===== src/inc/timer16_pkg.sv =====
// Shared constants, register map, field types and helpers of the sixteen-bit timer/counter.
package timer16_pkg;

   // Bus geometry.
   localparam int ADDR_W = 8;
   localparam int DATA_W = 32;

   // Register byte addresses, one aligned word each.
   localparam logic [ADDR_W-1:0] OFS_CONTROL = 8'h00;
   localparam logic [ADDR_W-1:0] OFS_COUNT_LOW = 8'h04;
   localparam logic [ADDR_W-1:0] OFS_COUNT_HIGH = 8'h08;
   localparam logic [ADDR_W-1:0] OFS_OSC_CONTROL = 8'h0c;
   localparam logic [ADDR_W-1:0] OFS_OSC_CONTROL_TWO = 8'h10;
   localparam logic [ADDR_W-1:0] OFS_IRQ_STATUS = 8'h14;
   localparam logic [ADDR_W-1:0] OFS_IRQ_MASK = 8'h18;

   // Field positions and widths.
   localparam int CTRL_W = 7;
   localparam int SCS_W = 2;
   localparam int OSC2_GO_BIT = 0;
   localparam int OSC2_RUN_BIT = 1;
   localparam int IRQ_OVF_BIT = 0;

   // Encodings and reset values.
   localparam logic [1:0] SCS_SECONDARY = 2'b01;
   localparam logic [1:0] SCS_RESET = 2'b00;
   localparam logic [1:0] RESP_OKAY = 2'b00;
   localparam logic [1:0] RESP_SLVERR = 2'b10;
   localparam logic [15:0] COUNT_RESET = 16'h0000;
   localparam logic [15:0] COUNT_ONE = 16'h0001;
   localparam logic [15:0] COUNT_MAX = 16'hffff;
   localparam logic [7:0] BYTE_RESET = 8'h00;
   localparam logic [2:0] PRE_RESET = 3'h0;

   // Timer control register, bit 6 down to bit 0.
   typedef struct packed {
      logic ext_clock_sel;
      logic [1:0] prescale_select;
      logic sec_osc_enable;
      logic sync_disable;
      logic wide_access_enable;
      logic timer_on;
   } ctrl_t;

   // A write request once both address and data have been taken.
   typedef struct packed {
      logic [ADDR_W-1:0] addr;
      logic [7:0] data;
      logic strb0;
   } wr_req_t;

   // Terminal count mask of the prescaler for a divide select.
   function automatic logic [2:0] div_mask(input logic [1:0] sel);
      case (sel)
         2'b00: div_mask = 3'h0;
         2'b01: div_mask = 3'h1;
         2'b10: div_mask = 3'h3;
         default: div_mask = 3'h7;
      endcase
   endfunction

   // Word decode that ignores the byte lane bits of the address.
   function automatic logic is_ofs(input logic [ADDR_W-1:0] addr, input logic [ADDR_W-1:0] ofs);
      is_ofs = (addr[ADDR_W-1:2] == ofs[ADDR_W-1:2]);
   endfunction

endpackage


===== src/verilog/timer16.sv =====
// Sixteen-bit timer/counter with prescaler, wide access mode and AXI4-Lite registers.
//
// Local design decisions: the register offsets and the AXI4-Lite register port.
`timescale 1ns/1ps
module timer16
   import timer16_pkg::*;
(
   input wire logic clk,
   input wire logic rst,
   input wire logic [ADDR_W-1:0] awaddr,
   input wire logic awvalid,
   output logic awready,
   input wire logic [DATA_W-1:0] wdata,
   input wire logic [3:0] wstrb,
   input wire logic wvalid,
   output logic wready,
   output logic [1:0] bresp,
   output logic bvalid,
   input wire logic bready,
   input wire logic [ADDR_W-1:0] araddr,
   input wire logic arvalid,
   output logic arready,
   output logic [DATA_W-1:0] rdata,
   output logic [1:0] rresp,
   output logic rvalid,
   input wire logic rready,
   input wire logic sec_osc_in_pin,
   input wire logic sleep_mode,
   output logic sec_osc_run,
   output logic irq
);

   ////////////////////////////////////////////////////////////////////////////////
   // Declarations.

   logic aw_held_ff;
   logic w_held_ff;
   logic [ADDR_W-1:0] aw_addr_ff;
   logic [7:0] w_byte_ff;
   logic w_strb0_ff;
   wr_req_t wr_req;
   logic wr_fire;
   logic rd_fire;
   logic wr_ctrl;
   logic wr_low;
   logic wr_high;
   logic wr_osc;
   logic wr_osc2;
   logic wr_stat;
   logic wr_mask;
   logic rd_low_wide;
   logic [DATA_W-1:0] rd_word;
   logic rd_hit;
   ctrl_t ctrl_ff;
   logic [SCS_W-1:0] scs_ff;
   logic osc_go_ff;
   logic [15:0] count_ff;
   logic [7:0] high_buf_ff;
   logic stat_ff;
   logic mask_ff;
   logic nxt_stat;
   logic ext_s;
   logic ext_d1_ff;
   logic ext_d2_ff;
   logic async_edge;
   logic sync_edge;
   logic src_tick;
   logic run_ok;
   logic pre_clear;
   logic inc;
   logic cnt_write;
   logic ovf;

   ////////////////////////////////////////////////////////////////////////////////
   // AXI4-Lite write channel: address and data are taken in either order.

   assign wr_fire = aw_held_ff && w_held_ff && !bvalid;
   assign wr_req = '{addr: aw_addr_ff, data: w_byte_ff, strb0: w_strb0_ff};

   // Address capture; ready drops once taken and returns after the response.
   always_ff @(posedge clk or posedge rst) begin
      if (rst) begin
         awready <= 1'b1;
         aw_held_ff <= 1'b0;
         aw_addr_ff <= '0;
      end else if (awvalid && awready) begin
         awready <= 1'b0;
         aw_held_ff <= 1'b1;
         aw_addr_ff <= awaddr;
      end else if (wr_fire) begin
         aw_held_ff <= 1'b0;
      end else if (bvalid && bready) begin
         awready <= 1'b1;
      end
   end

   // Data capture; all registers are one byte wide so only lane 0 matters.
   always_ff @(posedge clk or posedge rst) begin
      if (rst) begin
         wready <= 1'b1;
         w_held_ff <= 1'b0;
         w_byte_ff <= BYTE_RESET;
         w_strb0_ff <= 1'b0;
      end else if (wvalid && wready) begin
         wready <= 1'b0;
         w_held_ff <= 1'b1;
         w_byte_ff <= wdata[7:0];
         w_strb0_ff <= wstrb[0];
      end else if (wr_fire) begin
         w_held_ff <= 1'b0;
      end else if (bvalid && bready) begin
         wready <= 1'b1;
      end
   end

   // Write response one cycle after both halves are held.
   always_ff @(posedge clk or posedge rst) begin
      if (rst) begin
         bvalid <= 1'b0;
         bresp <= RESP_OKAY;
      end else if (wr_fire) begin
         bvalid <= 1'b1;
         bresp <= (wr_ctrl || wr_low || wr_high || wr_osc || wr_osc2 || wr_stat || wr_mask ||
                   !wr_req.strb0) ? RESP_OKAY : RESP_SLVERR;
      end else if (bready) begin
         bvalid <= 1'b0;
      end
   end

   // Write strobes; a write with byte lane 0 off stores nothing.
   assign wr_ctrl = wr_fire && wr_req.strb0 && is_ofs(wr_req.addr, OFS_CONTROL);
   assign wr_low = wr_fire && wr_req.strb0 && is_ofs(wr_req.addr, OFS_COUNT_LOW);
   assign wr_high = wr_fire && wr_req.strb0 && is_ofs(wr_req.addr, OFS_COUNT_HIGH);
   assign wr_osc = wr_fire && wr_req.strb0 && is_ofs(wr_req.addr, OFS_OSC_CONTROL);
   assign wr_osc2 = wr_fire && wr_req.strb0 && is_ofs(wr_req.addr, OFS_OSC_CONTROL_TWO);
   assign wr_stat = wr_fire && wr_req.strb0 && is_ofs(wr_req.addr, OFS_IRQ_STATUS);
   assign wr_mask = wr_fire && wr_req.strb0 && is_ofs(wr_req.addr, OFS_IRQ_MASK);

   ////////////////////////////////////////////////////////////////////////////////
   // AXI4-Lite read channel.

   assign rd_fire = arvalid && arready;

   // high byte via buffer.
   // Read multiplexer; in wide mode the high byte comes only from the buffer.
   always_comb begin
      rd_word = '0;
      rd_hit = 1'b1;
      if (is_ofs(araddr, OFS_CONTROL)) begin
         rd_word[CTRL_W-1:0] = ctrl_ff;
      end else if (is_ofs(araddr, OFS_COUNT_LOW)) begin
         rd_word[7:0] = count_ff[7:0];
      end else if (is_ofs(araddr, OFS_COUNT_HIGH)) begin
         rd_word[7:0] = ctrl_ff.wide_access_enable ? high_buf_ff : count_ff[15:8];
      end else if (is_ofs(araddr, OFS_OSC_CONTROL)) begin
         rd_word[SCS_W-1:0] = scs_ff;
      end else if (is_ofs(araddr, OFS_OSC_CONTROL_TWO)) begin
         rd_word[OSC2_GO_BIT] = osc_go_ff;
         rd_word[OSC2_RUN_BIT] = sec_osc_run;
      end else if (is_ofs(araddr, OFS_IRQ_STATUS)) begin
         rd_word[IRQ_OVF_BIT] = stat_ff;
      end else if (is_ofs(araddr, OFS_IRQ_MASK)) begin
         rd_word[IRQ_OVF_BIT] = mask_ff;
      end else begin
         rd_hit = 1'b0;
      end
   end

   // coherent byte reads.
   // The count lives in this clock domain, so a read never sees a half-updated value.
   always_ff @(posedge clk or posedge rst) begin
      if (rst) begin
         arready <= 1'b1;
         rvalid <= 1'b0;
         rdata <= '0;
         rresp <= RESP_OKAY;
      end else if (rd_fire) begin
         arready <= 1'b0;
         rvalid <= 1'b1;
         rdata <= rd_word;
         rresp <= rd_hit ? RESP_OKAY : RESP_SLVERR;
      end else if (rvalid && rready) begin
         rvalid <= 1'b0;
         arready <= 1'b1;
      end
   end

   ////////////////////////////////////////////////////////////////////////////////
   // Control and oscillator registers.

   // Software writable configuration.
   always_ff @(posedge clk or posedge rst) begin
      if (rst) begin
         ctrl_ff <= ctrl_t'(7'h00);
         scs_ff <= SCS_RESET;
         osc_go_ff <= 1'b0;
         mask_ff <= 1'b0;
      end else begin
         if (wr_ctrl) begin
            ctrl_ff <= ctrl_t'(wr_req.data[CTRL_W-1:0]);
         end
         if (wr_osc) begin
            scs_ff <= wr_req.data[SCS_W-1:0];
         end
         if (wr_osc2) begin
            osc_go_ff <= wr_req.data[OSC2_GO_BIT];
         end
         if (wr_mask) begin
            mask_ff <= wr_req.data[IRQ_OVF_BIT];
         end
      end
   end

   // sleep does not stop it.
   // Sleep is deliberately absent here so a sleeping core keeps its timebase.
   always_ff @(posedge clk or posedge rst) begin
      if (rst) begin
         sec_osc_run <= 1'b0;
      end else begin
         sec_osc_run <= ctrl_ff.sec_osc_enable || osc_go_ff || (scs_ff == SCS_SECONDARY);
      end
   end

   ////////////////////////////////////////////////////////////////////////////////
   // External count input and count source selection.

   sync2 #(
      .W(1)
   ) u_ext_sync (
      .clk(clk),
      .rst(rst),
      .d(sec_osc_in_pin),
      .q(ext_s)
   );

   // Two further delay stages give the early and the late edge detector.
   always_ff @(posedge clk or posedge rst) begin
      if (rst) begin
         ext_d1_ff <= 1'b0;
         ext_d2_ff <= 1'b0;
      end else begin
         ext_d1_ff <= ext_s;
         ext_d2_ff <= ext_d1_ff;
      end
   end

   assign async_edge = ext_s && !ext_d1_ff;
   assign sync_edge = ext_d1_ff && !ext_d2_ff;

   // one increment may slip.
   // The two detectors see the same edge one cycle apart, so changing the mode
   // can drop an edge or count one twice; this is accepted, not corrected.
   assign src_tick = ctrl_ff.ext_clock_sel ? (ctrl_ff.sync_disable ? async_edge : sync_edge)
                                           : 1'b1;

   // keep counting in sleep.
   // Only the asynchronous external mode runs while the core clocks are stopped.
   assign run_ok = ctrl_ff.timer_on &&
                   (!sleep_mode || (ctrl_ff.sync_disable && ctrl_ff.ext_clock_sel));

   // wide mode clears on low only.
   assign pre_clear = wr_low || (wr_high && !ctrl_ff.wide_access_enable);

   count_prescaler u_prescaler (
      .clk(clk),
      .rst(rst),
      .tick(run_ok && src_tick),
      .clear(pre_clear),
      .sel(ctrl_ff.prescale_select),
      .out_tick(inc)
   );

   ////////////////////////////////////////////////////////////////////////////////
   // Sixteen-bit count and the high byte buffer.

   // A write that reaches the live count wins over an increment in the same cycle.
   assign cnt_write = wr_low || (wr_high && !ctrl_ff.wide_access_enable);
   assign rd_low_wide = rd_fire && ctrl_ff.wide_access_enable && is_ofs(araddr, OFS_COUNT_LOW);

   // load both bytes at once.
   // The live count register.
   always_ff @(posedge clk or posedge rst) begin
      if (rst) begin
         count_ff <= COUNT_RESET;
      end else if (wr_low && ctrl_ff.wide_access_enable) begin
         count_ff <= {high_buf_ff, wr_req.data};
      end else if (wr_low) begin
         count_ff <= {count_ff[15:8], wr_req.data};
      end else if (wr_high && !ctrl_ff.wide_access_enable) begin
         count_ff <= {wr_req.data, count_ff[7:0]};
      end else if (inc) begin
         count_ff <= count_ff + COUNT_ONE;
      end
   end

   // snapshot on low read.
   // The buffer takes software's high byte, or the live high byte on a low read.
   always_ff @(posedge clk or posedge rst) begin
      if (rst) begin
         high_buf_ff <= BYTE_RESET;
      end else if (wr_high && ctrl_ff.wide_access_enable) begin
         high_buf_ff <= wr_req.data;
      end else if (rd_low_wide) begin
         high_buf_ff <= count_ff[15:8];
      end
   end

   ////////////////////////////////////////////////////////////////////////////////
   // Overflow flag and interrupt.

   assign ovf = inc && !cnt_write && (count_ff == COUNT_MAX);

   // A new overflow beats a write-one clear in the same cycle.
   always_comb begin
      nxt_stat = stat_ff;
      if (wr_stat && wr_req.data[IRQ_OVF_BIT]) begin
         nxt_stat = 1'b0;
      end
      if (ovf) begin
         nxt_stat = 1'b1;
      end
   end

   // Sticky status and the level interrupt, which also serves as the wake request.
   always_ff @(posedge clk or posedge rst) begin
      if (rst) begin
         stat_ff <= 1'b0;
         irq <= 1'b0;
      end else begin
         stat_ff <= nxt_stat;
         irq <= stat_ff && mask_ff;
      end
   end

   ////////////////////////////////////////////////////////////////////////////////
   // Assertions.

   property p_clear_plain;
      @(posedge clk) disable iff (rst)
      ((wr_low || wr_high) && !ctrl_ff.wide_access_enable) |=> (u_prescaler.pre_ff == PRE_RESET);
   endproperty
   a_clear_plain: assert property (p_clear_plain)
      else $error("prescaler not cleared by a count byte write");

   property p_wide_high_keeps;
      @(posedge clk) disable iff (rst)
      (wr_high && ctrl_ff.wide_access_enable) |-> !pre_clear ##1 (count_ff[15:8] ==
         $past(count_ff[15:8]) || $past(inc));
   endproperty
   a_wide_high_keeps: assert property (p_wide_high_keeps)
      else $error("wide high write touched prescaler or live high byte");

   property p_osc_enable;
      @(posedge clk) disable iff (rst)
      (ctrl_ff.sec_osc_enable || osc_go_ff || scs_ff == SCS_SECONDARY) [*2] |-> sec_osc_run;
   endproperty
   a_osc_enable: assert property (p_osc_enable)
      else $error("secondary oscillator not enabled");

   property p_osc_sleep;
      @(posedge clk) disable iff (rst)
      (sleep_mode && (ctrl_ff.sec_osc_enable || osc_go_ff || scs_ff == SCS_SECONDARY)) |=>
         sec_osc_run;
   endproperty
   a_osc_sleep: assert property (p_osc_sleep)
      else $error("secondary oscillator stopped during sleep");

   property p_snapshot;
      @(posedge clk) disable iff (rst)
      rd_low_wide && !wr_high |=> (high_buf_ff == $past(count_ff[15:8]));
   endproperty
   a_snapshot: assert property (p_snapshot)
      else $error("low byte read did not snapshot the high byte");

   property p_wide_load;
      @(posedge clk) disable iff (rst)
      (wr_low && ctrl_ff.wide_access_enable) |=>
         (count_ff == {$past(high_buf_ff), $past(wr_req.data)});
   endproperty
   a_wide_load: assert property (p_wide_load)
      else $error("wide low write did not load both bytes");

   property p_buffer_read;
      @(posedge clk) disable iff (rst)
      (rd_fire && ctrl_ff.wide_access_enable && is_ofs(araddr, OFS_COUNT_HIGH)) |=>
         (rdata[7:0] == $past(high_buf_ff));
   endproperty
   a_buffer_read: assert property (p_buffer_read)
      else $error("wide high read bypassed the buffer");

   property p_sleep_async;
      @(posedge clk) disable iff (rst)
      (sleep_mode && ctrl_ff.timer_on && ctrl_ff.ext_clock_sel && ctrl_ff.sync_disable &&
       async_edge && ctrl_ff.prescale_select == 2'b00 && !cnt_write) |=>
         (count_ff == $past(count_ff) + COUNT_ONE);
   endproperty
   a_sleep_async: assert property (p_sleep_async)
      else $error("asynchronous count stalled in sleep");

   property p_wrap_flag;
      @(posedge clk) disable iff (rst)
      ovf |=> (stat_ff && count_ff == COUNT_RESET) ##1 (irq == $past(mask_ff));
   endproperty
   a_wrap_flag: assert property (p_wrap_flag)
      else $error("wrap did not set the overflow flag");

endmodule


===== src/verilog/sync2.sv =====
// Two flip-flop synchroniser for levels arriving from outside the clock domain.
`timescale 1ns/1ps
module sync2 #(
   parameter int W = 1
) (
   input wire logic clk,
   input wire logic rst,
   input wire logic [W-1:0] d,
   output logic [W-1:0] q
);

   logic [W-1:0] meta_ff;

   // The first stage feeds only the second stage, never any logic.
   always_ff @(posedge clk or posedge rst) begin
      if (rst) begin
         meta_ff <= '0;
         q <= '0;
      end else begin
         meta_ff <= d;
         q <= meta_ff;
      end
   end

endmodule


===== src/verilog/count_prescaler.sv =====
// Hidden divide-by-1/2/4/8 prescaler in front of the sixteen-bit count.
`timescale 1ns/1ps
module count_prescaler
   import timer16_pkg::*;
(
   input wire logic clk,
   input wire logic rst,
   input wire logic tick,
   input wire logic clear,
   input wire logic [1:0] sel,
   output logic out_tick
);

   logic [2:0] pre_ff;

   // divide the ticks.
   // A pass is given on the tick that finds the counter at its mask.
   assign out_tick = tick && ((pre_ff & div_mask(sel)) == div_mask(sel));

   // no software path.
   // The counter has no bus port; only a clear from a count write reaches it.
   always_ff @(posedge clk or posedge rst) begin
      if (rst) begin
         pre_ff <= PRE_RESET;
      end else if (clear) begin
         pre_ff <= PRE_RESET;
      end else if (out_tick) begin
         pre_ff <= PRE_RESET;
      end else if (tick) begin
         pre_ff <= pre_ff + 3'h1;
      end
   end

   // Full count with steady select always passes the tick on.
   property p_div_pass;
      @(posedge clk) disable iff (rst)
      (tick && !clear && pre_ff == div_mask(sel)) |-> out_tick;
   endproperty
   a_div_pass: assert property (p_div_pass)
      else $error("prescaler withheld a tick at terminal count");

   // Every pass restarts the division from zero.
   property p_div_restart;
      @(posedge clk) disable iff (rst)
      out_tick |=> (pre_ff == PRE_RESET);
   endproperty
   a_div_restart: assert property (p_div_restart)
      else $error("prescaler did not restart after a pass");

endmodule


===== config.mk =====
export PLATFORM = sky130hd
export DESIGN_NAME = timer16
export DESIGN_NICKNAME = d
export VERILOG_FILES = /design/src/inc/timer16_pkg.sv /design/src/verilog/timer16.sv /design/src/verilog/sync2.sv /design/src/verilog/count_prescaler.sv
export SDC_FILE = /design/constraint.sdc
export NUM_CORES = 1
export LEC_CHECK = 0
export BUFFER_PORTS_ARGS = -buffer_cell sky130_fd_sc_hd__buf_2
export CORE_AREA = 2 2 93 95
export CTS_CLUSTER_DIAMETER = 200
export DETAILED_ROUTE_END_ITERATION = 7
export DIE_AREA = 0 0 95 97
export PLACE_DENSITY = 0.88
export SYNTH_ARGS = -nofsm -noshare
export SYNTH_HDL_FRONTEND = slang
export SYNTH_SLANG_ARGS = --single-unit
export TNS_END_PERCENT = 1

===== constraint.sdc =====
create_clock -name clk -period 3.3 [get_ports clk]
set_input_delay 0.66 -clock clk [delete_from_list [all_inputs] [get_ports clk]]
set_output_delay 0.66 -clock clk [all_outputs]
set_load 0.005 [all_outputs]

## Word-level counts from Yosys, hierarchy flattened

Index checks and enable logic that the tools add are counted.

| storage, ports and cells | value |
|---|---|
| word-level logic and storage cells | 170 |
| register bits | 81 |
| input bits | 61 |
| output and inout port bits | 43 |

| cells by class | value |
|---|---|
| bitwise gates (word level) | 1 |
| multiplexer cells | 47 |
| add/subtract/negate cells | 2 |
| eq/ne operators | 21 |
| reductions and logical operators | 66 |

Operators by type and width:

| cell | number |
|---|---|
| $mux W16 | 4 |
| $eq A6 B3 Y1 const B | 6 |
| $mux W8 | 4 |
| $logic_and A1 B1 Y1 | 30 |
| $mux W1 | 29 |
| $eq A6 B2 Y1 const B | 4 |
| $add A16 B1 Y16 const B | 1 |
| $eq A16 B16 Y1 const B | 1 |
| $reduce_bool A2 Y1 | 8 |
| $eq A6 B1 Y1 const B | 2 |
| $logic_not A6 Y1 | 2 |
| $logic_or A1 B1 Y1 | 11 |
| $mux W3 | 3 |
| $pmux W3 S3 | 1 |
| $reduce_bool A3 Y1 | 3 |
| $mux W2 | 4 |
| $reduce_and A2 Y1 | 4 |
| $logic_not A1 Y1 | 7 |
| $mux W7 | 1 |
| $mux W6 | 1 |
| $ne A2 B1 Y1 const B | 3 |
| $eq A2 B1 Y1 const B | 2 |
| $add A3 B1 Y3 const B | 1 |
| $and A3 B3 Y3 | 1 |
| 4 further kinds | 4 |

## Depth between registers and ports, before layout

Gate-level depths: netlist (run 1).

| depth | value |
|---|---|
| depth in word-level cells | 12 |
| depth in mapped cells | 7 |
| gate-level depth less buffers | 5 |

## Modules after synthesis

From an unflattened synthesis (run 1), not the netlist that was laid out.

| unflattened totals | value |
|---|---|
| cells, all modules | 428 |
| area, all modules | 4249.1 um^2 |

By module, submodules not included:

| module | cells an instance | sequential area each (um^2) | area each (um^2) | times used |
|---|---|---|---|---|
| timer16 | 405 | 1805.5 | 4006.3 | 1 |
| count_prescaler | 20 | 75.1 | 188.9 | 1 |
| sync2 | 3 | 50.0 | 53.8 | 1 |

## Worst setup path after synthesis (run 1)

OpenSTA, ideal clock, no wires.

| path | value |
|---|---|
| path type | input to register |
| start point | input port sleep_mode |
| end point | register count_ff[4] |
| path buffers | 1 |
| setup time | 69 ps |
| slack | 1105 ps |
| cell stages on the path | 6 |
| data required time | 3231 ps |
| arrival time | 2126 ps |
| cells stage by stage | nor4b_4 o31ai_4 or3_1 buf_2 or4_1 nand3_1 |

| between the ends | value |
|---|---|
| word-level cells in the longest chain between the ends | 7 |

RTL lines:

| item | RTL line | text |
|---|---|---|
| start, declared | timer16.sv:28 | `input wire logic sleep_mode,` |
| $logic_not A1 Y1 | timer16.sv:259 | `(!sleep_mode \|\| (ctrl_ff.sync_disable && ctrl_ff.ext_clock_sel));` |
| $logic_or A1 B1 Y1 | timer16.sv:259 |  |
| $logic_and A1 B1 Y1 | timer16.sv:258 | `assign run_ok = ctrl_ff.timer_on &&` |
| $logic_and A1 B1 Y1 | timer16.sv:267 | `.tick(run_ok && src_tick),` |
| $logic_and A1 B1 Y1 | count_prescaler.sv:18 | `assign out_tick = tick && ((pre_ff & div_mask(sel)) == div_mask(sel));` |
| $reduce_bool A3 Y1 (no line) | - |  |
| $reduce_and A2 Y1 (no line) | - |  |
| end signal, assigned | timer16.sv:286 | `count_ff <= {high_buf_ff, wr_req.data};` |
| end signal, assigned | timer16.sv:288 | `count_ff <= {count_ff[15:8], wr_req.data};` |
| end signal, assigned | timer16.sv:290 | `count_ff <= {wr_req.data, count_ff[7:0]};` |
| end, declared | timer16.sv:57 | `logic [15:0] count_ff;` |

No other way between the ends.
A chain may end at the register's enable or synchronous reset.

## Worst setup path after layout (run 1)

| path | value |
|---|---|
| start point | register bvalid |
| end point | register high_buf_ff[1] |

| between the ends | value |
|---|---|
| word-level cells in the longest chain between the ends | 6 |
| elaborated cells on any way between the ends | 7 |
| classes of those cells | mux (1); reduce/logical (6) |

RTL lines:

| item | RTL line | text |
|---|---|---|
| start, declared | timer16.sv:18 | `output logic bvalid,` |
| start signal, assigned | timer16.sv:119 | `bvalid <= 1'b0;` |
| start signal, assigned | timer16.sv:122 | `bvalid <= 1'b1;` |
| start signal, assigned | timer16.sv:126 | `bvalid <= 1'b0;` |
| $logic_not A1 Y1 (*) | timer16.sv:77 | `assign wr_fire = aw_held_ff && w_held_ff && !bvalid;` |
| $logic_and A1 B1 Y1 (*) | timer16.sv:77 |  |
| $logic_and A1 B1 Y1 (*) (2 in series) | timer16.sv:133 | `assign wr_high = wr_fire && wr_req.strb0 && is_ofs(wr_req.addr, OFS_COUNT_HIGH);` |
| $logic_and A1 B1 Y1 (*) | timer16.sv:301 | `end else if (wr_high && ctrl_ff.wide_access_enable) begin` |
| $mux W8 or $reduce_bool A2 Y1 (tied branches) | - |  |
| end signal, assigned | timer16.sv:302 | `high_buf_ff <= wr_req.data;` |
| end signal, assigned | timer16.sv:304 | `high_buf_ff <= count_ff[15:8];` |
| end, declared | timer16.sv:58 | `logic [7:0] high_buf_ff;` |

Every way passes the cells marked *; elsewhere a longest branch is shown, timed or not.

==> impl_metrics.csv, run 1 <==
group,metric,value,unit
cts,cts-resized-gates,0,
floorplan,start_util,53.5,%
placed_design,dp.cells,576,
detailed_routing,ant_nets,0,
placed_design,portBuffers,46,
cells_and_area,layout_common_cells,"74 x dfrtp_1, 46 x buf_2, 45 x nand2_1",
global_route,grt_max_degree,48,
worst_setup_path,cp-start-kind,"flop",
hold_path,hold_path.class,"reg -> reg",
logic_synthesis,synth_top_family_by_area,"compound AO/OA/AOI/OAI gates",
timing,rsz0062_at_grt,"false",
worst_setup_path,critPathCaptureType,"flop",
power,power_density,590,nW/um^2
worst_setup_path,path_max_fanout,16,
cells_and_area,fin_util,58.9,%
floorplan,core-area,8130,sq um
detailed_routing,num_vias,3663,
logic_synthesis,avgSynthCellArea,9.88,sq um
logic_synthesis,synthArstFlopShare,100,%
cts,clockBufferDepth,2,
logic_synthesis,yosysWarningCount,0,
logic_synthesis,synth_edf_count,0,
global_route,grt_pass1_vias,3512,
logic_synthesis,synthMuxAreaShare,10.4,%
cts,clk_pin_slew_worst_paths,0.07,ns
timing,relSlewSlack,54.7,%
global_route,grt_overflow,0,
timing,setup_tns,0,ns
timing,finClkSkew,0.0162,ns
cells_and_area,stdcell_count,592,
cells_and_area,diodes,0,
cells_and_area,mostFrequentLayoutCell,"dfrtp_1",
logic_synthesis,synth_fa_ha_area_share,0.576,%
cts,postCtsSetupRepairBufs,0,
logic_synthesis,synth_compound_area_share,18.7,%
detailed_routing,drc_errors,0,
global_route,grt_pass1_wl,17400,microns
timing,finalHoldViolCount,0,
global_route,antenna_found_initial,0,
timing,worst_slew_pin_slew,0.679,ns
cells_and_area,areaGrowthSynthToFinish,10.2,%
logic_synthesis,yosysSeqAreaShare,44.4,%
worst_setup_path,cp.required,3.50,ns
detailed_routing,drt-vias-per-instance,6.19,
worst_setup_path,arrival,2.65,ns
placed_design,dp_hpwl,7530,microns
cts,tritoncts,"yes",
logic_synthesis,syn_inst,440,
logic_synthesis,synthSimpleGateAreaFrac,17.4,%
status,status,"complete, no violations",
logic_synthesis,synth_xor_area_share,1.01,%
cts,clk_latency,0.36,ns
detailed_routing,wl,10500,microns
floorplan,dieWidth,95,microns
timing,timing.fmax,408,MHz
floorplan,rows,33,
cells_and_area,nNetsFinal,545,
cts,root_buffer,"clkbuf_8",
worst_setup_path,worstSetupPathType,"reg -> reg",
timing,final_max_slew_viol_count,0,
global_route,grtUsageTotal,24.1,%
floorplan,dieArea,9220,sq um
timing,period_share,74.3,%
cts,htreeDepth,3,
job,cap_violations,0,
cts,clkSinkCount,77,
detailed_routing,wire_per_inst,17.7,microns
timing,finalSetupViolCount,0,
floorplan,die_height,97,microns
logic_synthesis,synthFlopType,"dfrtp_1",
logic_synthesis,synth_seq_cells,77,
cts,cts_made_buffers,9,
power,peakVddDrop,0.000480,V
detailed_routing,drtIter0Drc,322,
power,total_power,2830,uW
detailed_routing,drtPass1Iterations,5,
cts,cts_hold_buf,0,
floorplan,num_io_pins,104,
cells_and_area,drive_gt1_share,21.8,%
logic_synthesis,synth_area,4350,sq um
power,power_leakage,0.00211,uW
logic_synthesis,synth.distinct_cells,67,
timing,period_minus_slack,2.45,ns
placed_design,place.gp.congestion,0.912,
==> routing by layer <==
| layer | up-vias | share of wire (%) | global-route usage (%) |
|---|---|---|---|
| met5 | - | 0 | 0 |
| met4 | 0 | 2.7 | 9.70 |
| met1 | 1745 | 40 | 32.1 |
| met2 | 235 | 47 | 37.6 |
| li1 | 1652 | - | - |
| met3 | 31 | 9.8 | 6.07 |
==> stage by stage <==
stage	instance area [sq um]	setup slack, ns	hold WS (ns)
3_3_place_gp	4580	0.669	0.333
3_5_place_dp	4580	0.678	0.340
5_1_grt	4790	0.703	0.369
2_1_floorplan	4440	0.678	0.331
4_1_cts	4790	0.861	0.356
6_report	4790	0.849	0.354
==> where the power goes <==
part           internal, uW  switching (uW)
combinational           300             348
sequential             1140             272
clock                   427             343
total                  1860             963
==> cells by family after synthesis <==
group,count (synthesis)
AO/OA/AOI/OAI,117
AND/OR/NAND/NOR,138
adder cells (fa/ha/maj),2
flip-flops,77
other,1
XOR/XNOR,5
buffers and inverters,58
multiplexers,42
==> critical path, stage by stage, from the launching register on <==
cell,delay (ns)
dfrtp_1,0.44
nand4b_1,0.48
nor2_1,0.53
and3_1,0.62
o21ai_0,0.22
==> registers in the layout (all words and copies together) (netlist names), 2 cells and up <==
signal              cells
ctrl_ff                 7
rdata                   8
high_buf_ff             8
scs_ff                  2
w_byte_ff               8
aw_addr_ff              6
count_ff               16
u_prescaler.pre_ff      3
==> cell usage after synthesis (all sizes together), types with 2 or more instances <==
master	instances	area [sq um]
nand3b	2	15.0
a22o	6	52.6
dfrtp	74	1850
nor3	5	52.6
clkbuf	14	52.6
o32a	2	20.0
or4	2	18.8
dfstp	3	78.8
nand2b	5	31.3
inv	12	45.0
nand4	7	43.8
a31oi	5	31.3
and4b	2	20.0
and2	6	37.5
o21ai	36	180
nor2b	4	25.0
a311o	2	20.0
nor4b	3	41.3
or3	3	18.8
a21oi	19	95.1
a32o	4	40.0
nor2	26	97.6
o31ai	5	56.3
a211oi	7	65.1
a311oi	2	17.5
nand2	45	169
buf	32	224
nor4	6	37.5
o22ai	3	18.8
mux2	26	293
and4	5	43.8
xor2	4	35.0
ha	2	25.0
mux2i	16	160
a22oi	5	37.5
o211ai	5	37.5
and3	4	25.0
nand3	9	45.0
o2bb2ai	3	26.3
a21o	2	15.0
==> layout make-up <==
class | instances | area [sq um]
Fill cell | 689 | 3340
Multi-Input combinational cell | 330 | 2190
Sequential cell | 77 | 1930
Timing Repair Buffer | 52 | 288
Clock buffer | 12 | 135
Tap cell | 105 | 131
Clock inverter | 4 | 73.8
Inverter | 12 | 45.0
==> worst paths after layout <==
kind / from / endpoint / slack (ns) / depth (start not counted)
worst max register to register: bvalid$_DFFE_PP0P_ / high_buf_ff[1]$_DFFE_PP0P_ / 0.85 / 4
worst max-delay path: bvalid$_DFFE_PP0P_ / high_buf_ff[1]$_DFFE_PP0P_ / 0.85 / 4
worst min register to register: u_ext_sync.meta_ff$_DFF_PP0_ / u_ext_sync.q$_DFF_PP0_ / 0.35 / 0
max in group asynchronous: rst / arready$_DFFE_PP1P_ / 2.17 / 3
worst min-delay path: u_ext_sync.meta_ff$_DFF_PP0_ / u_ext_sync.q$_DFF_PP0_ / 0.35 / 0
min in group asynchronous: rst / bvalid$_DFFE_PP0P_ / 0.40 / 2
No activity file was read; power rests on OpenSTA's default activity.
==> inputs of run 2 (changes only) <==
ABC_AREA = 1   (was unset)
CORE_AREA = 2 2 98 100   (was 2 2 93 95)
DIE_AREA = 0 0 100 102   (was 0 0 95 97)
PLACE_DENSITY = 0.84   (was 0.88)
clock period = 2.2 ns   (was 3.3 ns; I/O delays follow)
==> impl_metrics.csv, run 2 <==
group,metric,value,unit
floorplan,dieArea,10200,sq um
worst_setup_path,path_max_fanout,11,
worst_setup_path,reg2reg_from,"aw_addr_ff[4]$_DFFE_PP0P_",
detailed_routing,wl,10500,microns
cts,tritoncts,"yes",
timing,timing.fmax,521,MHz
global_route,grt_pass1_vias,3799,
cts,clkSinkCount,77,
floorplan,dieWidth,100,microns
placed_design,dp.cells,721,
cells_and_area,drive_gt1_share,17.1,%
cts,root_buffer,"clkbuf_8",
logic_synthesis,synth_seq_cells,77,
power,power_density,883,nW/um^2
timing,final_max_slew_viol_count,0,
placed_design,place.gp.congestion,0.989,
worst_setup_path,critPathCapture,"count_ff[10]$_DFFE_PP0P_",
global_route,grt_overflow,0,
timing,setup_tns,0,ns
worst_setup_path,path_delay_family,"simple AND/OR/NAND/NOR gates",
placed_design,dp_hpwl,7730,microns
cells_and_area,layout_common_cells,"138 x nand2_1, 74 x dfrtp_1, 68 x inv_1",
cells_and_area,multi_input_area,1980,sq um
power,total_power,4280,uW
floorplan,num_io_pins,104,
worst_setup_path,worstRegToRegCells,10,
worst_setup_path,arrival,2.17,ns
logic_synthesis,synth_area_leader_cell,"dfrtp_1",
cts,clk_latency,0.36,ns
worst_setup_path,crit_buf_inv,1,
timing,rsz0062_at_grt,"false",
timing,finClkSkew,0.00673,ns
worst_setup_path,crit_slowest_cell,"dfrtp_1",
logic_synthesis,synth.distinct_cells,43,
global_route,grt.busiest_layer,"met2",
global_route,groute.layer.met2.usage,36.4,%
global_route,grt_util_met1,29.0,%
cells_and_area,diodes,0,
detailed_routing,drtIter0Drc,208,
global_route,grt_pass1_wl,18000,microns
floorplan,core-area,9110,sq um
job,cap_violations,0,
timing,finalSetupViolCount,0,
cells_and_area,regMostFlops,"count_ff",
worst_setup_path,crit_start,"aw_addr_ff[4]$_DFFE_PP0P_",
logic_synthesis,synth_top_area_share,42.4,%
hold_path,hold_path.class,"in -> reg",
worst_setup_path,rrSetupSlack,0.28,ns
cells_and_area,mostFrequentLayoutCell,"nand2_1",
worst_setup_path,critPathCaptureType,"flop",
cts,htreeDepth,3,
cells_and_area,largest_reg_flops,16,
timing,period_minus_slack,1.92,ns
detailed_routing,drc_errors,0,
logic_synthesis,synthFlopType,"dfrtp_1",
cells_and_area,areaGrowthSynthToFinish,10.9,%
logic_synthesis,synth_area_leaders,"dfrtp_1 42%, nand2_1 12%, o21ai_0 6.4%",
global_route,grt_max_degree,43,
timing,worst_slew_pin_slew,0.549,ns
logic_synthesis,synthArstFlopShare,100,%
logic_synthesis,synth_edf_count,0,
detailed_routing,wire_per_inst,14.3,microns
cts,clockBufferDepth,2,
cts,cts_made_buffers,9,
detailed_routing,num_vias,3903,
detailed_routing,drtPass1Iterations,5,
logic_synthesis,yosys.cell_count.top_type,"nand2_1",
detailed_routing,drt-vias-per-instance,5.30,
worst_setup_path,worstSetupPathType,"reg -> reg",
timing,relSlewSlack,63.4,%
cts,cts_hold_buf,0,
timing,period_share,87.3,%
worst_setup_path,crit_path_cell_trace,"nor2_2 > nand2_2 > nor2_2 > nand2_4 > nand2_4 > nor2_4 > a21oi_4 > inv_2 > nand2_1 > nand2_1",
cells_and_area,nNetsFinal,684,
detailed_routing,ant_nets,0,
worst_setup_path,cp-start-kind,"flop",
worst_setup_path,r2r_end,"count_ff[10]$_DFFE_PP0P_",
floorplan,rows,35,
cells_and_area,stdcell_count,737,
global_route,grtUsageTotal,22.4,%
cts,clk_pin_slew_worst_paths,0.08,ns
worst_setup_path,slowest_delay,0.44,ns
logic_synthesis,syn_inst,570,
logic_synthesis,yosysWarningCount,0,
timing,finalHoldViolCount,0,
placed_design,portBuffers,46,
global_route,antenna_found_initial,0,
global_route,grtUsageMet3,5.40,%
floorplan,die_height,102,microns
logic_synthesis,synth_common_cells,"138 x nand2_1, 74 x dfrtp_1, 69 x inv_1",
cells_and_area,fin_util,53.2,%
logic_synthesis,yosysSeqAreaShare,44.2,%
cells_and_area,seq_area,1930,sq um
power,power_leakage,0.00244,uW
logic_synthesis,avgSynthCellArea,7.66,sq um
worst_setup_path,cp.required,2.45,ns
power,peakVddDrop,0.000671,V
cells_and_area,nFillCells,872,
logic_synthesis,synth_area,4370,sq um
floorplan,start_util,48.0,%
cts,postCtsSetupRepairBufs,0,
status,status,"complete, no violations",
cts,cts-resized-gates,0,
worst_setup_path,crit_cells,10,
[run 2: cell count changes in the layout (fill, tap and decap cells not counted), moves of 6 or more]
cell	delta
inv_1	+57
mux2i_1	-16
nor2_1	+17
a211oi_1	-6
o21ai_0	+22
nand2_1	+93
mux2_2	-24
nand3_1	+38
and2_1	-6
a22o_1	-6
nor2_2	+10
[run 2: routing by layer]
layer / share of wire, % / vias to the layer above / wire (microns)
met5: 0 / - / 0
met3: 6.9 / 16 / 726
met2: 47 / 146 / 5000
met4: 1.8 / 0 / 191
met1: 44 / 1848 / 4620
li1: - / 1893 / -
[run 2: layout make-up]
class	count	area share [%]
clock buffer	10	2.63
clock inverter	6	1.81
inverter	75	6.04
multi-input combinational	404	40.8
sequential	77	39.9
tap	111	2.87
timing repair buffer	54	5.99
[run 2: worst min path at each step]
| stage | from | endpoint | cells after the start |
|---|---|---|---|
| CTS | sec_osc_in_pin | u_ext_sync.meta_ff$_DFF_PP0_ | 1 |
| global placement | u_ext_sync.meta_ff$_DFF_PP0_ | u_ext_sync.q$_DFF_PP0_ | 0 |
| detailed placement | u_ext_sync.meta_ff$_DFF_PP0_ | u_ext_sync.q$_DFF_PP0_ | 0 |
| finish | sec_osc_in_pin | u_ext_sync.meta_ff$_DFF_PP0_ | 1 |
| floorplan | u_ext_sync.meta_ff$_DFF_PP0_ | u_ext_sync.q$_DFF_PP0_ | 0 |
| global route | sec_osc_in_pin | u_ext_sync.meta_ff$_DFF_PP0_ | 1 |
[run 2: logic make-up after synthesis]
group,Yosys count,synth area share [%]
AO/OA/AOI/OAI,101,12.9
XOR/XNOR,6,1.20
adder cells (fa/ha/maj),2,0.573
buffers and inverters,114,12.7
flip-flops,77,44.2
multiplexers,2,0.516
other,1,0.0859
AND/OR/NAND/NOR,267,27.8
[run 2: metrics by stage]
| step | setup slack (ns) | hold WS (ns) | cell area, sq um |
|---|---|---|---|
| after floorplan | 0.689 | 0.331 | 4470 |
| after global placement | 0.360 | 0.345 | 4630 |
| after detailed placement | 0.235 | 0.342 | 4630 |
| after CTS | 0.288 | 0.188 | 4840 |
| after global routing | 0.126 | 0.175 | 4840 |
| final | 0.279 | 0.193 | 4840 |
[run 2: report_power, final]
part / internal [uW] / switching (uW)
clock network: 637 / 545
registers: 1760 / 250
logic: 388 / 695
